### src/rtl/mac_pkg.sv
/*
 * constants for the algorithm control register bank: offsets, field
 * positions, reset values and cycle counts.
 * assumes a word-wide register port from the serial management front end.
 */
package mac_pkg;

    // register offsets (word address as printed)
    localparam logic [7:0] OFS_CTRL_WORD   = 8'hEA;
    localparam logic [7:0] OFS_DEBUG_ONE   = 8'hEC;
    localparam logic [7:0] OFS_DEBUG_TWO   = 8'hEE;
    localparam logic [7:0] OFS_CUR_GAINS   = 8'hF0;
    localparam logic [7:0] OFS_SPD_GAINS   = 8'hF2;
    localparam logic [7:0] OFS_MON_ONE     = 8'hF4;
    localparam logic [7:0] OFS_MON_TWO     = 8'hF6;

    // control word field positions
    localparam int BIT_COMMIT      = 31;
    localparam int BIT_RELOAD      = 30;
    localparam int BIT_FLT_CLR     = 29;
    localparam int BIT_RETRY_CLR   = 28;
    localparam int ANGLE_HI        = 19;
    localparam int ANGLE_LO        = 11;
    localparam int BIT_KICK        = 10;

    localparam logic [31:0] CTRL_RESET   = 32'h00000000;
    localparam logic [31:0] WORD_RESET   = 32'h00000000;
    localparam logic [8:0]  ANGLE_WRAP   = 9'h168;

    // default host kick interval in clock cycles
    localparam logic [31:0] KICK_INTERVAL_DEF = 32'h000F4240;

    typedef enum logic [1:0] {
        NV_IDLE,
        NV_COMMIT,
        NV_RELOAD
    } mac_nv_state_t;

endpackage

### src/rtl/mac_algo_control_regs.sv
/*
 * algorithm control register bank: control word with nv-storage commands,
 * fault clear pulses, forced-align angle and host watchdog kick.
 * assumes a synchronous register port driven by the serial front end and an
 * nv-storage engine answering with a done pulse.
 */
`timescale 1ns/1ns
module mac_algo_control_regs #(
    parameter logic [31:0] KICK_INTERVAL = mac_pkg::KICK_INTERVAL_DEF
) (
    // clock and reset
    input  wire logic        mclk,
    input  wire logic        arst_n,
    // register port
    input  wire logic        regWrEn,
    input  wire logic        regRdEn,
    input  wire logic [7:0]  regAddr,
    input  wire logic [31:0] regWrData,
    output logic      [31:0] regRdData,
    output logic             regRdValid,
    // nv-storage engine
    output logic             configCommitReq,
    output logic             configReloadReq,
    input  wire logic        nvDone,
    // fault logic
    output logic             faultClearCmd,
    output logic             retryCounterClearCmd,
    // alignment
    input  wire logic        forcedAlignEn,
    output logic      [8:0]  alignAngle,
    // host watchdog
    input  wire logic        hostWdtEnable,
    output logic             hostWdtFault,
    // algorithm side inputs for read-only gains
    input  wire logic [31:0] currentLoopGains,
    input  wire logic [31:0] speedLoopGains
);

    ////////////////////////////////////////////////////////////////////////
    logic               ctrlWr;
    logic        [31:0] ctrlWord_q;
    logic        [31:0] debugOne_q;
    logic        [31:0] debugTwo_q;
    logic        [31:0] monOne_q;
    logic        [31:0] monTwo_q;
    logic        [31:0] kickCnt_q;
    logic               kickSeen;
    mac_pkg::mac_nv_state_t nvState_q;
    logic               nvBusy;
    logic        [8:0]  rawAngle;
    logic        [8:0]  wrapAngle;
    logic        [31:0] ctrlReadView;

    // a word-wide match only; partial offsets inside the word are not decoded
    assign ctrlWr = regWrEn && (regAddr == mac_pkg::OFS_CTRL_WORD);

    // request still pending at the engine this cycle
    assign nvBusy = (nvState_q != mac_pkg::NV_IDLE) && !nvDone;

    ////////////////////////////////////////////////////////////////////////
    // control word: commands and angle
    always_ff @(posedge mclk or negedge arst_n) begin
        if (!arst_n) begin
            ctrlWord_q <= mac_pkg::CTRL_RESET;
        end else begin
            if (ctrlWr) begin
                ctrlWord_q <= regWrData;
                // write-only pulses are never stored
                ctrlWord_q[mac_pkg::BIT_FLT_CLR]   <= 1'b0;
                ctrlWord_q[mac_pkg::BIT_RETRY_CLR] <= 1'b0;
                // a commit or reload in flight is not dropped by a rewrite
                if (nvBusy) begin
                    ctrlWord_q[mac_pkg::BIT_COMMIT] <= ctrlWord_q[mac_pkg::BIT_COMMIT]
                                                     | regWrData[mac_pkg::BIT_COMMIT];
                    ctrlWord_q[mac_pkg::BIT_RELOAD] <= ctrlWord_q[mac_pkg::BIT_RELOAD]
                                                     | regWrData[mac_pkg::BIT_RELOAD];
                end
            end else begin
                // kick consumed one cycle after it lands
                ctrlWord_q[mac_pkg::BIT_KICK] <= 1'b0;
                if (nvDone && nvState_q == mac_pkg::NV_COMMIT) begin
                    ctrlWord_q[mac_pkg::BIT_COMMIT] <= 1'b0;
                end
                if (nvDone && nvState_q == mac_pkg::NV_RELOAD) begin
                    ctrlWord_q[mac_pkg::BIT_RELOAD] <= 1'b0;
                end
            end
        end
    end

    assign faultClearCmd        = ctrlWr && regWrData[mac_pkg::BIT_FLT_CLR];
    assign retryCounterClearCmd = ctrlWr && regWrData[mac_pkg::BIT_RETRY_CLR];

    ////////////////////////////////////////////////////////////////////////
    // nv-storage sequencing; commit has priority if both are set
    always_ff @(posedge mclk or negedge arst_n) begin
        if (!arst_n) begin
            nvState_q <= mac_pkg::NV_IDLE;
        end else begin
            case (nvState_q)
                mac_pkg::NV_IDLE: begin
                    if (ctrlWord_q[mac_pkg::BIT_COMMIT]) begin
                        nvState_q <= mac_pkg::NV_COMMIT;
                    end else if (ctrlWord_q[mac_pkg::BIT_RELOAD]) begin
                        nvState_q <= mac_pkg::NV_RELOAD;
                    end
                end
                mac_pkg::NV_COMMIT, mac_pkg::NV_RELOAD: begin
                    // one request at a time; a queued reload starts after done
                    if (nvDone) begin
                        nvState_q <= mac_pkg::NV_IDLE;
                    end
                end
                default: nvState_q <= mac_pkg::NV_IDLE;
            endcase
        end
    end

    // levels straight from state, so the engine sees them without extra delay
    assign configCommitReq = (nvState_q == mac_pkg::NV_COMMIT);
    assign configReloadReq = (nvState_q == mac_pkg::NV_RELOAD);

    ////////////////////////////////////////////////////////////////////////
    // alignment angle; a 9-bit value exceeds 360 at most once
    assign rawAngle  = ctrlWord_q[mac_pkg::ANGLE_HI:mac_pkg::ANGLE_LO];
    // single subtract is enough: 511 - 360 stays below 360
    assign wrapAngle = (rawAngle >= mac_pkg::ANGLE_WRAP)
                     ? rawAngle - mac_pkg::ANGLE_WRAP
                     : rawAngle;

    always_ff @(posedge mclk or negedge arst_n) begin
        if (!arst_n) begin
            alignAngle <= 9'h000;
        end else if (forcedAlignEn) begin
            alignAngle <= wrapAngle;
        end
    end

    ////////////////////////////////////////////////////////////////////////
    // host watchdog: fault stays until a fault-clear command
    assign kickSeen = ctrlWord_q[mac_pkg::BIT_KICK];

    always_ff @(posedge mclk or negedge arst_n) begin
        if (!arst_n) begin
            kickCnt_q    <= 32'h00000000;
            hostWdtFault <= 1'b0;
        end else begin
            if (!hostWdtEnable || kickSeen) begin
                kickCnt_q <= 32'h00000000;
            end else if (kickCnt_q < KICK_INTERVAL) begin
                kickCnt_q <= kickCnt_q + 32'h00000001;
            end
            // set wins over a simultaneous clear
            if (hostWdtEnable && !kickSeen && kickCnt_q >= KICK_INTERVAL - 32'h00000001) begin
                hostWdtFault <= 1'b1;
            end else if (faultClearCmd) begin
                hostWdtFault <= 1'b0;
            end
        end
    end

    ////////////////////////////////////////////////////////////////////////
    // neighbouring plain registers
    always_ff @(posedge mclk or negedge arst_n) begin
        if (!arst_n) begin
            debugOne_q <= mac_pkg::WORD_RESET;
            debugTwo_q <= mac_pkg::WORD_RESET;
            monOne_q   <= mac_pkg::WORD_RESET;
            monTwo_q   <= mac_pkg::WORD_RESET;
        end else if (regWrEn) begin
            case (regAddr)
                mac_pkg::OFS_DEBUG_ONE: debugOne_q <= regWrData;
                mac_pkg::OFS_DEBUG_TWO: debugTwo_q <= regWrData;
                mac_pkg::OFS_MON_ONE:   monOne_q   <= regWrData;
                mac_pkg::OFS_MON_TWO:   monTwo_q   <= regWrData;
                default: ;
            endcase
        end
    end

    ////////////////////////////////////////////////////////////////////////
    // readable view of the control word: commit, reload, kick only
    assign ctrlReadView = {ctrlWord_q[mac_pkg::BIT_COMMIT],
                           ctrlWord_q[mac_pkg::BIT_RELOAD],
                           19'h00000,
                           ctrlWord_q[mac_pkg::BIT_KICK],
                           10'h000};

    ////////////////////////////////////////////////////////////////////////
    // read path, one cycle latency; write-only fields read zero
    always_ff @(posedge mclk or negedge arst_n) begin
        if (!arst_n) begin
            regRdData  <= 32'h00000000;
            regRdValid <= 1'b0;
        end else begin
            regRdValid <= regRdEn;
            if (regRdEn) begin
                case (regAddr)
                    mac_pkg::OFS_CTRL_WORD: regRdData <= ctrlReadView;
                    mac_pkg::OFS_DEBUG_ONE: regRdData <= debugOne_q;
                    mac_pkg::OFS_DEBUG_TWO: regRdData <= debugTwo_q;
                    mac_pkg::OFS_CUR_GAINS: regRdData <= currentLoopGains;
                    mac_pkg::OFS_SPD_GAINS: regRdData <= speedLoopGains;
                    mac_pkg::OFS_MON_ONE:   regRdData <= monOne_q;
                    mac_pkg::OFS_MON_TWO:   regRdData <= monTwo_q;
                    default:                regRdData <= 32'h00000000;
                endcase
            end
        end
    end

endmodule

### config.mk
export PLATFORM = sky130hd
export DESIGN_NAME = mac_algo_control_regs
export DESIGN_NICKNAME = d
export VERILOG_FILES = /design/src/rtl/mac_pkg.sv /design/src/rtl/mac_algo_control_regs.sv
export SDC_FILE = /design/constraint.sdc
export NUM_CORES = 1
export LEC_CHECK = 0
export BUFFER_PORTS_ARGS = -buffer_cell sky130_fd_sc_hd__buf_4
export CORE_ASPECT_RATIO = 1.2
export CORE_MARGIN = 4
export CORE_UTILIZATION = 40
export DETAILED_ROUTE_END_ITERATION = 8
export PLACE_DENSITY = 0.68
export SLEW_MARGIN = 20
export SYNTH_ARGS = -nofsm -noshare
export SYNTH_HDL_FRONTEND = slang
export SYNTH_SLANG_ARGS = --single-unit
### constraint.sdc
create_clock -name mclk -period 3.12 [get_ports mclk]
set_clock_uncertainty 0.1 [all_clocks]
set_input_delay 0.624 -clock mclk [delete_from_list [all_inputs] [get_ports mclk]]
set_output_delay 0.624 -clock mclk [all_outputs]
set_load 0.03 [all_outputs]
==> results by group, run 1 <==
STA
  – Slew HR: 46.0%
  – RSZ-0062 raised after global routing: false
  – Final worst slack: between 0.4 and 0.5 ns
  – Final period utilization: 84.2%
  – Count of final setup violators: 0
  – Setup_tns: 0 ns
  – Final worst path period need: 2.63 ns
  – Final hold vios: 0
  – Worst-Margin Slew: ~0.81 ns
  – Fmax: roughly 0.38 GHz
  – Max Slew Vio Count: 0

Synthesis
  – Seq/Total Area, Yosys: around 52%
  – EDFF count, synth: 0
  – Synth Cell Area: 10300 um2
  – Main flop type after synthesis: dfrtp_1
  – Ys Warns: 0
  – Mean Syn Cell Area: ~12 um2
  – Post-synth ARST share: 100%
  – Gate Count Post-Synth: about 860
  – Distinct cells, synth: 63
  – Syn_nets: roughly 1000
  – Synthesis-stage register bit count: between 200 and 250

Cells and area
  – Nets: 1119
  – Most frequent cells in the layout: dfrtp_1, buf_4, mux2_2, nand2_1
  – Most common cell after layout, fill and taps aside: dfrtp_1
  – Area Growth Syn to Fin: 23.2%
  – Share of cells above drive strength 1: roughly two fifths

GRT
  – Global-route usage over all layers: around a fifth
  – Largest net degree at the start of global routing: slightly above 70
  – Vias in the first global route: around 8000
  – First-pass GRT wire length: between 40000 and 50000 um
  – Overflow after GRT: 0
  – Initial antenna violation count: 0

Route
  – Via/cell ratio: approximately 5.7
  – Via Count: approximately 7800
  – DR pass1 iterations: 5
  – WL per Instance: 20.6 um
  – Antenna Violating Nets Remaining: 0
  – Final wirelength: about 28000 um
  – DRC: 0
  – Number of DRC markers in iteration 0: 511

Floorplanning
  – Die area: around 29000 um2
  – Ports: approximately 160
  – Initial Util: 40.6%
  – Die width: between 150 and 200 um
  – Die Height: 184 um
  – Core area: between 20000 and 30000 um2
  – Row Count: 64

Setup path
  – Worst Path Max Fanout: 15
  – Worst path arrival time: 1.90 ns
  – Critical path's most frequent cell: buf_4
  – Crit-path cells: buf_4 > and4b_2 > and4_1 > nand2_1 > inv_1 > buf_4
  – Critical Path RT: roughly 2.4 ns
  – Worst Reg2Reg Path Length in Cells: 6
  – Worst setup path category: in2out
  – Slowest cell on crit path: and4b_2
  – CP Launch Type: input port
  – Crit path largest cell delay: roughly 0.46 ns
  – Setup crit end kind: primary output

Clock tree
  – CTS root buffer: clkbuf_16
  – # clock sinks: between 200 and 250
  – Num CTS Buffers: 24
  – H-tree Lvls: 1
  – Setup Fix Bufs, Post-CTS: 0
  – CTS tree: built
  – Skew-Pair Late Insertion Delay: around 0.5 ns
  – CTS resizes: 0
  – Hold buffer count at CTS: 1
  – Clk slew on worst S/H paths: 0.06 ns
  – Clock Path Buffers: 3

Place
  – Post-Place Worst Slack: approximately 0.44 ns
  – Number of port buffers: 157
  – Placer congestion estimate: approximately 0.80
  – Dpl hpwl: approximately 19000 um

Hold path
  – Hold Path Class: in2reg
  – Min-Delay Path Depth: 1

Outcome
  – Status: completed

Power
  – VDD IR-drop max: ~0.33 mV
  – Pwr/cell area: roughly 500 nW/um2
  – Overall Power: around 6.4 mW
  – Leakage: between 6 and 7 nW

Job
  – Number of max-cap violations: 0
## power breakdown
group	switching, mW	internal (mW)
sequential	0.0642	2.93
combinational	0.364	0.304
clock	1.11	1.61
total	1.54	4.84
## metal layers
| metal | vias to the layer above | global-route usage, % | wire, um |
|---|---|---|---|
| li1 | 3524 | - | - |
| met1 | 3971 | 26.0 | 12000 |
| met2 | 226 | 31.9 | 13600 |
| met3 | 43 | 3.95 | 1680 |
| met4 | 0 | 5.16 | 625 |
| met5 | - | 0 | 0 |
## path summary, 6_finish.rpt
check / startpoint / end / slack [ns]
min in group asynchronous: arst_n / monTwo_q[19] / 0.58
worst min-delay path: regRdEn / regRdValid / 0.17
max in group asynchronous: arst_n / regRdData[27] / 1.53
worst min register to register: kickCnt_q[26] / kickCnt_q[26] / 0.38
worst max-delay path: regAddr[0] / faultClearCmd / 0.49
worst max register to register: kickCnt_q[13] / kickCnt_q[13] / 0.63
## sequential cells by signal (all words and copies together) (netlist names)
signal	flops
debugTwo_q	32
monTwo_q	32
kickCnt_q	32
nvState_q	2
hostWdtFault	1
alignAngle	9
monOne_q	32
debugOne_q	32
regRdData	32
ctrlWord_q	12
regRdValid	1
## critical path, delay by kind of cell
kind | cells | cell delay, ns
buf+inv | 3 | 0.34
simple gates | 3 | 0.92
## Yosys cell counts (4+ instances only)
master | instances | area share [%]
o221ai_1 | 6 | 0.51
a31o_2 | 5 | 0.42
and3_1 | 5 | 0.30
nand2_1 | 39 | 1.4
a32o_1 | 4 | 0.39
nor2_1 | 26 | 0.94
and2_1 | 19 | 1.1
mux2i_1 | 14 | 1.4
a22oi_1 | 13 | 0.94
clkbuf_1 | 45 | 1.6
a41o_1 | 5 | 0.48
ha_1 | 5 | 0.60
nor3_1 | 4 | 0.19
o22ai_1 | 4 | 0.24
a31oi_1 | 11 | 0.67
mux2_2 | 162 | 18
o21ai_0 | 26 | 1.3
a32oi_1 | 4 | 0.34
nor2b_1 | 11 | 0.67
a221oi_1 | 16 | 1.4
a222oi_1 | 7 | 0.68
inv_1 | 17 | 0.62
a21oi_1 | 26 | 1.3
buf_1 | 9 | 0.33
nor4_1 | 4 | 0.24
nand4b_1 | 16 | 1.4
nand4_1 | 21 | 1.3
and4_1 | 4 | 0.34
o2bb2ai_1 | 23 | 1.9
dfrtp_1 | 217 | 52
buf_2 | 13 | 0.63
nand3_1 | 15 | 0.73
a22o_1 | 20 | 1.7
## cells by family (layout without fill, tap and decap cells)
family,after synthesis,count (layout),share of synthesized area [%]
buf+inv,86,247,3.39
flops,217,217,52.5
fa+ha+maj,5,5,0.605
mux,179,179,19.3
compound gates,190,190,14.1
other cells,0,2,0
xor+xnor,3,3,0.254
simple gates,178,178,9.85
## layout make-up
type	instances	area (um2)
antenna	2	5.00
clock buffer	35	693
clock inverter	7	60.1
fill	2307	12700
inverter	17	63.8
multi-input combinational	555	4600
sequential	217	5430
tap	330	413
timing repair buffer	188	1480
## per-stage QoR
| stage | util [%] | cells | area [um2] | hold slack (ns) |
|---|---|---|---|---|
| after floorplan | - | 858 | 10300 | 0.228 |
| after global placement | 47.0 | 1306 | 12000 | 0.369 |
| after detailed placement | 47.0 | 1306 | 12000 | 0.373 |
| after CTS | 50.0 | 1349 | 12700 | 0.148 |
| after global routing | 50.0 | 1349 | 12700 | 0.152 |
| final | 50.0 | 1351 | 12700 | 0.175 |
Note: power is estimated with default switching activity, not from simulation.
==> run 2: changes to the inputs <==
--- a/config.mk
+++ b/config.mk
@@ -10,7 +10,7 @@
 export CORE_MARGIN = 4
 export CORE_UTILIZATION = 40
 export DETAILED_ROUTE_END_ITERATION = 8
-export PLACE_DENSITY = 0.68
+export PLACE_DENSITY = 0.7
 export SLEW_MARGIN = 20
 export SYNTH_ARGS = -nofsm -noshare
 export SYNTH_HDL_FRONTEND = slang
==> constraint.sdc (replaced) <==
create_clock -name mclk -period 2.2 [get_ports mclk]
set_clock_uncertainty 0.1 [all_clocks]
set_input_delay 0.44 -clock mclk [delete_from_list [all_inputs] [get_ports mclk]]
set_output_delay 0.44 -clock mclk [all_outputs]
set_load 0.03 [all_outputs]
==> run 2 against run 1 <==
  * The run now ends with negative setup slack left
  * Register-to-register slack got worse by 0.65 ns
  * Clock-buffer cell count did not move
  * Routed wire length rose by 0.48%
  * Sequential share of layout area decreased by 1.2 points
  * Highest routed layer is now met5
  * Largest power group unchanged
  * Setup slack got worse by 0.52 ns
  * Final area rose by 3.0%
  * Critical path depth rose by 1
  * Combinational power is 47% higher
  * Flip-flop and latch count unchanged
  * Worst hold slack lost 0.15 ns
==> results by group, run 2 (synthesis gave the netlist of run 1 again) <==
GRT
  – Largest net degree at the start of global routing: 68
  – Vias in the first global route: 8206
  – Initial antenna violation count: 1
  – Global-route usage over all layers: about a fifth
  – Overflow after GRT: 0
  – First-pass GRT wire length: approximately 45000 um

Clock tree
  – Clock Path Buffers: 3
  – Clk slew on worst S/H paths: about 0.060 ns
  – CTS root buffer: clkbuf_16
  – Skew-Pair Late Insertion Delay: about 0.49 ns
  – H-tree Lvls: 1
  – # clock sinks: 217
  – Num CTS Buffers: 22
  – CTS tree: built

STA
  – Slew HR: 65.2%
  – RSZ-0062 raised after global routing: true
  – Final period utilization: 101%
  – Final worst slack: -0.0237 ns
  – Final worst path period need: 2.22 ns
  – Max Slew Vio Count: 0
  – Final hold vios: 0
  – Worst hold margin: 0.0264 ns
  – Fmax: 0.450 GHz
  – Worst-Margin Slew: 0.520 ns
  – Count of final setup violators: 3

Route
  – DR pass1 iterations: 7
  – Final wirelength: about 28000 um
  – Antenna Violating Nets Remaining: 0
  – Number of DRC markers in iteration 0: around 480
  – WL per Instance: about 20 um
  – Via Count: 7844
  – Via/cell ratio: 5.68
  – DRC: 0

Setup path
  – R2r endpoint: kickCnt_q[7]
  – Setup crit end kind: flip-flop
  – Worst path arrival time: 2.51 ns
  – R2R Setup Slk: -0.02 ns
  – Worst setup path category: reg2reg
  – Critical Path RT: between 2 and 2.5 ns
  – Critical R2R Launch: kickCnt_q[11]
  – CP Launch Type: flip-flop
  – Critical path launch point: kickCnt_q[11]
  – Worst Path Max Fanout: 7
  – Worst Reg2Reg Path Length in Cells: 7
  – Critical path capture point: kickCnt_q[7]

Floorplanning
  – Initial Util: 40.6%
  – Core area: 25500 um2
  – Die Height: between 150 and 200 um
  – Die area: between 20000 and 30000 um2
  – Row Count: 64
  – Die width: 155 um
  – Ports: 158

Cells and area
  – Final Util: between 50 and 60%
  – Most frequent cells in the layout: dfrtp_1, buf_4, mux2_2, nand2_1
  – Nets: around 1200
  – Share of cells above drive strength 1: between 40% and 50%
  – # diodes: 0
  – Most common cell after layout, fill and taps aside: dfrtp_1
  – Fill cell count: 2236
  – Area Growth Syn to Fin: 26.9%

Outcome
  – Status: finished with violations
  – Failing checks: negative setup slack

Power
  – Overall Power: between 8 and 9 mW
  – VDD IR-drop max: ~0.57 mV
  – Leakage: between 6 and 7 nW
  – Pwr/cell area: ~670 nW/um2

Place
  – Dpl hpwl: between 15000 and 20000 um
  – Number of port buffers: about 160
  – Placer congestion estimate: between 0.7 and 0.8
  – Post-Place Worst Slack: -0.0344 ns

Job
  – Number of max-cap violations: 0

Hold path
  – Hold Path Class: in2reg
-- run 2: cell count changes in the layout (fill, tap and decap cells not counted) --
cell,previous run,this run
bufinv_16,1,0
buf_4,181,203
nor2b_4,1,2
clkbuf_16,25,23
buf_6,0,1
clkbuf_8,3,5
clkinv_4,0,1
diode_2,2,0
buf_12,5,17
clkinv_2,6,2
buf_16,0,1
nor2b_2,2,1
-- run 2: critical path: stages (launching register included) --
cell and delay, ns:
dfrtp_1 0.39, or4_4 0.56, a211o_4 0.31, a211oi_4 0.22, buf_4 0.16, buf_12 0.10
a31oi_1 0.06, a41o_1 0.21
-- run 2: through the flow --
stage / cell area [um2] / instances / TNS, ns
global route: 13100 / 1381 / -1.03
finish: 13100 / 1381 / -0.0464
CTS: 13100 / 1378 / -0.0685
global placement: 12300 / 1335 / -0.00315
floorplan: 10300 / 858 / 0
detailed placement: 12300 / 1335 / -0.0344
-- run 2: power breakdown --
part | internal, mW | switching, mW | total (mW)
registers | 4.15 | 0.0906 | 4.24
clock network | 2.08 | 1.49 | 3.58
logic | 0.464 | 0.522 | 0.985
total | 6.69 | 2.11 | 8.80
-- run 2: worst min-delay path by stage --
stage                    end  startpoint  depth (start not counted)  slack [ns]
5_1_grt           regRdValid     regRdEn                          1        0.02
3_5_place_dp    monTwo_q[19]      arst_n                          1        0.23
2_1_floorplan  alignAngle[0]      arst_n                          0        0.04
3_3_place_gp    monTwo_q[19]      arst_n                          1        0.23
4_1_cts           regRdValid     regRdEn                          1       0.005
6_report          regRdValid     regRdEn                          1        0.03
-- run 2: cell type report --
class | count | area (um2) | share of cell area, %
Inverter | 17 | 63.8 | 0.486
Clock inverter | 3 | 18.8 | 0.143
Sequential cell | 217 | 5430 | 41.4
Timing Repair Buffer | 224 | 1930 | 14.7
Tap cell | 330 | 413 | 3.15
Clock buffer | 35 | 671 | 5.11
Multi-Input combinational cell | 555 | 4600 | 35.1
-- run 2: repair_timing --
item | CTS | global route
pin swaps | 5 | 2
gates resized for setup | 1 | 2
hold endpoints to repair | 32 | 0
endpoints found under the setup margin | 4 | 21
setup buffers | 3 | 3
cloned | 1 | 0
hold buffers | 1 | 0
-- run 2: metal layers --
| metal | GRT usage (%) | vias to the layer above | part of all wire, % |
|---|---|---|---|
| li1 | - | 3588 | - |
| met1 | 25.4 | 3928 | 41 |
| met2 | 33.1 | 269 | 49 |
| met3 | 3.48 | 57 | 6.3 |
| met4 | 5.90 | 2 | 2.9 |
| met5 | 0 | - | 0.046 |
==> run 3: changes to the inputs <==
--- a/config.mk
+++ b/config.mk
@@ -6,11 +6,12 @@
 export NUM_CORES = 1
 export LEC_CHECK = 0
 export BUFFER_PORTS_ARGS = -buffer_cell sky130_fd_sc_hd__buf_4
-export CORE_ASPECT_RATIO = 1.2
+export CORE_ASPECT_RATIO = 0.9
 export CORE_MARGIN = 4
 export CORE_UTILIZATION = 40
 export DETAILED_ROUTE_END_ITERATION = 8
-export PLACE_DENSITY = 0.7
+export GPL_TIMING_DRIVEN = 0
+export PLACE_DENSITY = 0.68
 export SLEW_MARGIN = 20
 export SYNTH_ARGS = -nofsm -noshare
 export SYNTH_HDL_FRONTEND = slang
==> constraint.sdc (replaced) <==
create_clock -name mclk -period 2.3 [get_ports mclk]
set_clock_uncertainty 0.1 [all_clocks]
set_input_delay 0.46 -clock mclk [delete_from_list [all_inputs] [get_ports mclk]]
set_output_delay 0.46 -clock mclk [all_outputs]
set_load 0.03 [all_outputs]
==> run 3 against run 2 <==
  * The run still ends with negative setup slack left
  * Sequential power down 4%
  * Register-to-register slack better by 0.09 ns
  * Utilization down 0.55 points
  * Sequential share of layout area up 0.70 points
  * Die area about the same
  * Clock-buffer cell count up 2
  * Cell count up 2.0%
  * Global-route usage up 2.0 points
  * Total power down 0.58%
  * Highest routed layer unchanged
==> results by group, run 3 (synthesis gave the netlist of run 1 again) <==
STA
  – Final worst path period need: approximately 2.3 ns
  – Final hold vios: 0
  – Worst-Margin Slew: between 0.8 and 0.9 ns
  – Slew HR: 45.7%
  – Count of final setup violators: 1
  – Max Slew Vio Count: 0
  – Fmax: 0.433 GHz
  – Final worst slack: -0.00793 ns
  – RSZ-0062 raised after global routing: true
  – Final period utilization: 100%

Clock tree
  – Num CTS Buffers: 24
  – Clk slew on worst S/H paths: ~0.05 ns
  – # clock sinks: 217
  – H-tree Lvls: 1
  – CTS root buffer: clkbuf_16
  – Skew-Pair Late Insertion Delay: a little over 0.5 ns
  – CTS tree: built
  – Clock Path Buffers: 3

Floorplanning
  – Die Height: ~160 um
  – Row Count: 55
  – Ports: between 150 and 200
  – Initial Util: 40.8%
  – Die area: roughly 28000 um2
  – Core area: around 25000 um2
  – Die width: approximately 180 um

GRT
  – Initial antenna violation count: 1
  – Global-route usage over all layers: 21.4%
  – First-pass GRT wire length: ~48000 um
  – Overflow after GRT: 0
  – Vias in the first global route: around 8200
  – Largest net degree at the start of global routing: 98

Hold path
  – Hold Path Class: in2reg
  – Min-Delay Path Depth: 1
  – Worst Hold Launch: regRdEn
  – Hold Path End: regRdValid

Cells and area
  – Most frequent cells in the layout: dfrtp_1, buf_4, mux2_2, clkbuf_1, nand2_1
  – Most common cell after layout, fill and taps aside: dfrtp_1
  – Final std cells w/o fill: between 1000 and 1500
  – Final Util: 51.0%
  – Share of cells above drive strength 1: 38.4%
  – # diodes: 0
  – Nets: roughly 1200
  – Area Growth Syn to Fin: 24.8%

Setup path
  – Critical path's most frequent cell: buf_4
  – CP Launch Type: input port
  – Crit-path cells: buf_4 > and4b_2 > and4_1 > buf_4 > and2_1 > buf_4
  – Crit path largest cell delay: roughly 0.36 ns
  – Buffers & Inverters on Critical Path: 3
  – Critical R2R Launch: kickCnt_q[10]
  – R2R Setup Slk: 0.07 ns
  – Worst Path Max Fanout: 10
  – Worst setup path category: in2out
  – Critical Path RT: ~1.7 ns
  – Worst path arrival time: between 1.5 and 2 ns
  – R2r endpoint: kickCnt_q[7]
  – Worst Reg2Reg Path Length in Cells: 6
  – Setup crit end kind: primary output
  – CP delay by family, top: simple AND/OR/NAND/NOR gates
  – Slowest cell on crit path: and4b_2
  – Cell depth of the worst setup path: 6

Route
  – Number of DRC markers in iteration 0: between 600 and 700
  – WL per Instance: 21.9 um
  – Via Count: 8124
  – Via/cell ratio: a little under 6
  – DR pass1 iterations: 6
  – Antenna Violating Nets Remaining: 0
  – DRC: 0
  – Final wirelength: 30800 um

Outcome
  – Status: finished with violations
  – Failing checks: negative setup slack

Power
  – Overall Power: roughly 8.8 mW
  – Pwr/cell area: between 600 and 700 nW/um2
  – VDD IR-drop max: approximately 0.47 mV
  – Leakage: 6.20 nW

Place
  – Number of port buffers: between 150 and 200
  – Post-Place Worst Slack: -0.705 ns
  – Dpl hpwl: ~22000 um
  – Placed insts: roughly 1400
  – Placer congestion estimate: 0.851

Job
  – Number of max-cap violations: 0
run 3: through the flow:
stage / TNS, ns / cell area [um2] / hold WS [ns]
global placement: -263.06 / 11900 / 0.369
global route: -0.0853 / 12900 / 0.0100
CTS: -0.0304 / 12900 / 0.00713
floorplan: 0 / 10300 / 0.0644
finish: -0.00793 / 12900 / 0.0204
detailed placement: -65.09 / 12000 / 0.371
run 3: power by group:
group / switching (mW) / internal, mW
Clock: 1.51 / 2.23
Sequential: 0.0899 / 3.97
Combinational: 0.525 / 0.423
Total: 2.13 / 6.62
run 3: worst reg2reg max path, cell delays in order, from the launching register on:
cell and delay [ns]:
dfrtp_2 0.44, or4_4 0.51, a211o_4 0.32, a211oi_4 0.30, buf_4 0.17, a31oi_1 0.07, a41o_1 0.21
run 3: layout make-up:
type                       instances  area [um2]
clock inverter                     5        25.0
fill                            2308       12400
multi-input combinational        555        4580
inverter                          17        63.8
sequential                       217        5430
buffer                            67         304
tap                              342         428
clock buffer                      37         751
timing repair buffer             168        1330
run 3: worst max path at each step:
stage | from | endpoint
floorplan | regAddr[0] | faultClearCmd
global placement | arst_n | kickCnt_q[16]
detailed placement | regAddr[0] | faultClearCmd
CTS | regAddr[0] | retryCounterClearCmd
global route | regAddr[0] | retryCounterClearCmd
finish | regAddr[0] | retryCounterClearCmd
run 3: layer usage:
layer	up-vias	global-route usage, %	routed length [um]
met2	347	32.6	13900
li1	3617	-	-
met5	-	0	13
met4	2	6.01	871
met1	4106	30.7	13400
met3	52	5.04	2650
run 3: timing repair:
action,4_1_cts,5_1_grt
pin swaps,3,1
endpoints found under the hold margin,96,0
endpoints found under the setup margin,20,22
setup buffers,7,1
resized for setup,11,9
hold buffers,1,0
gates cloned,1,0
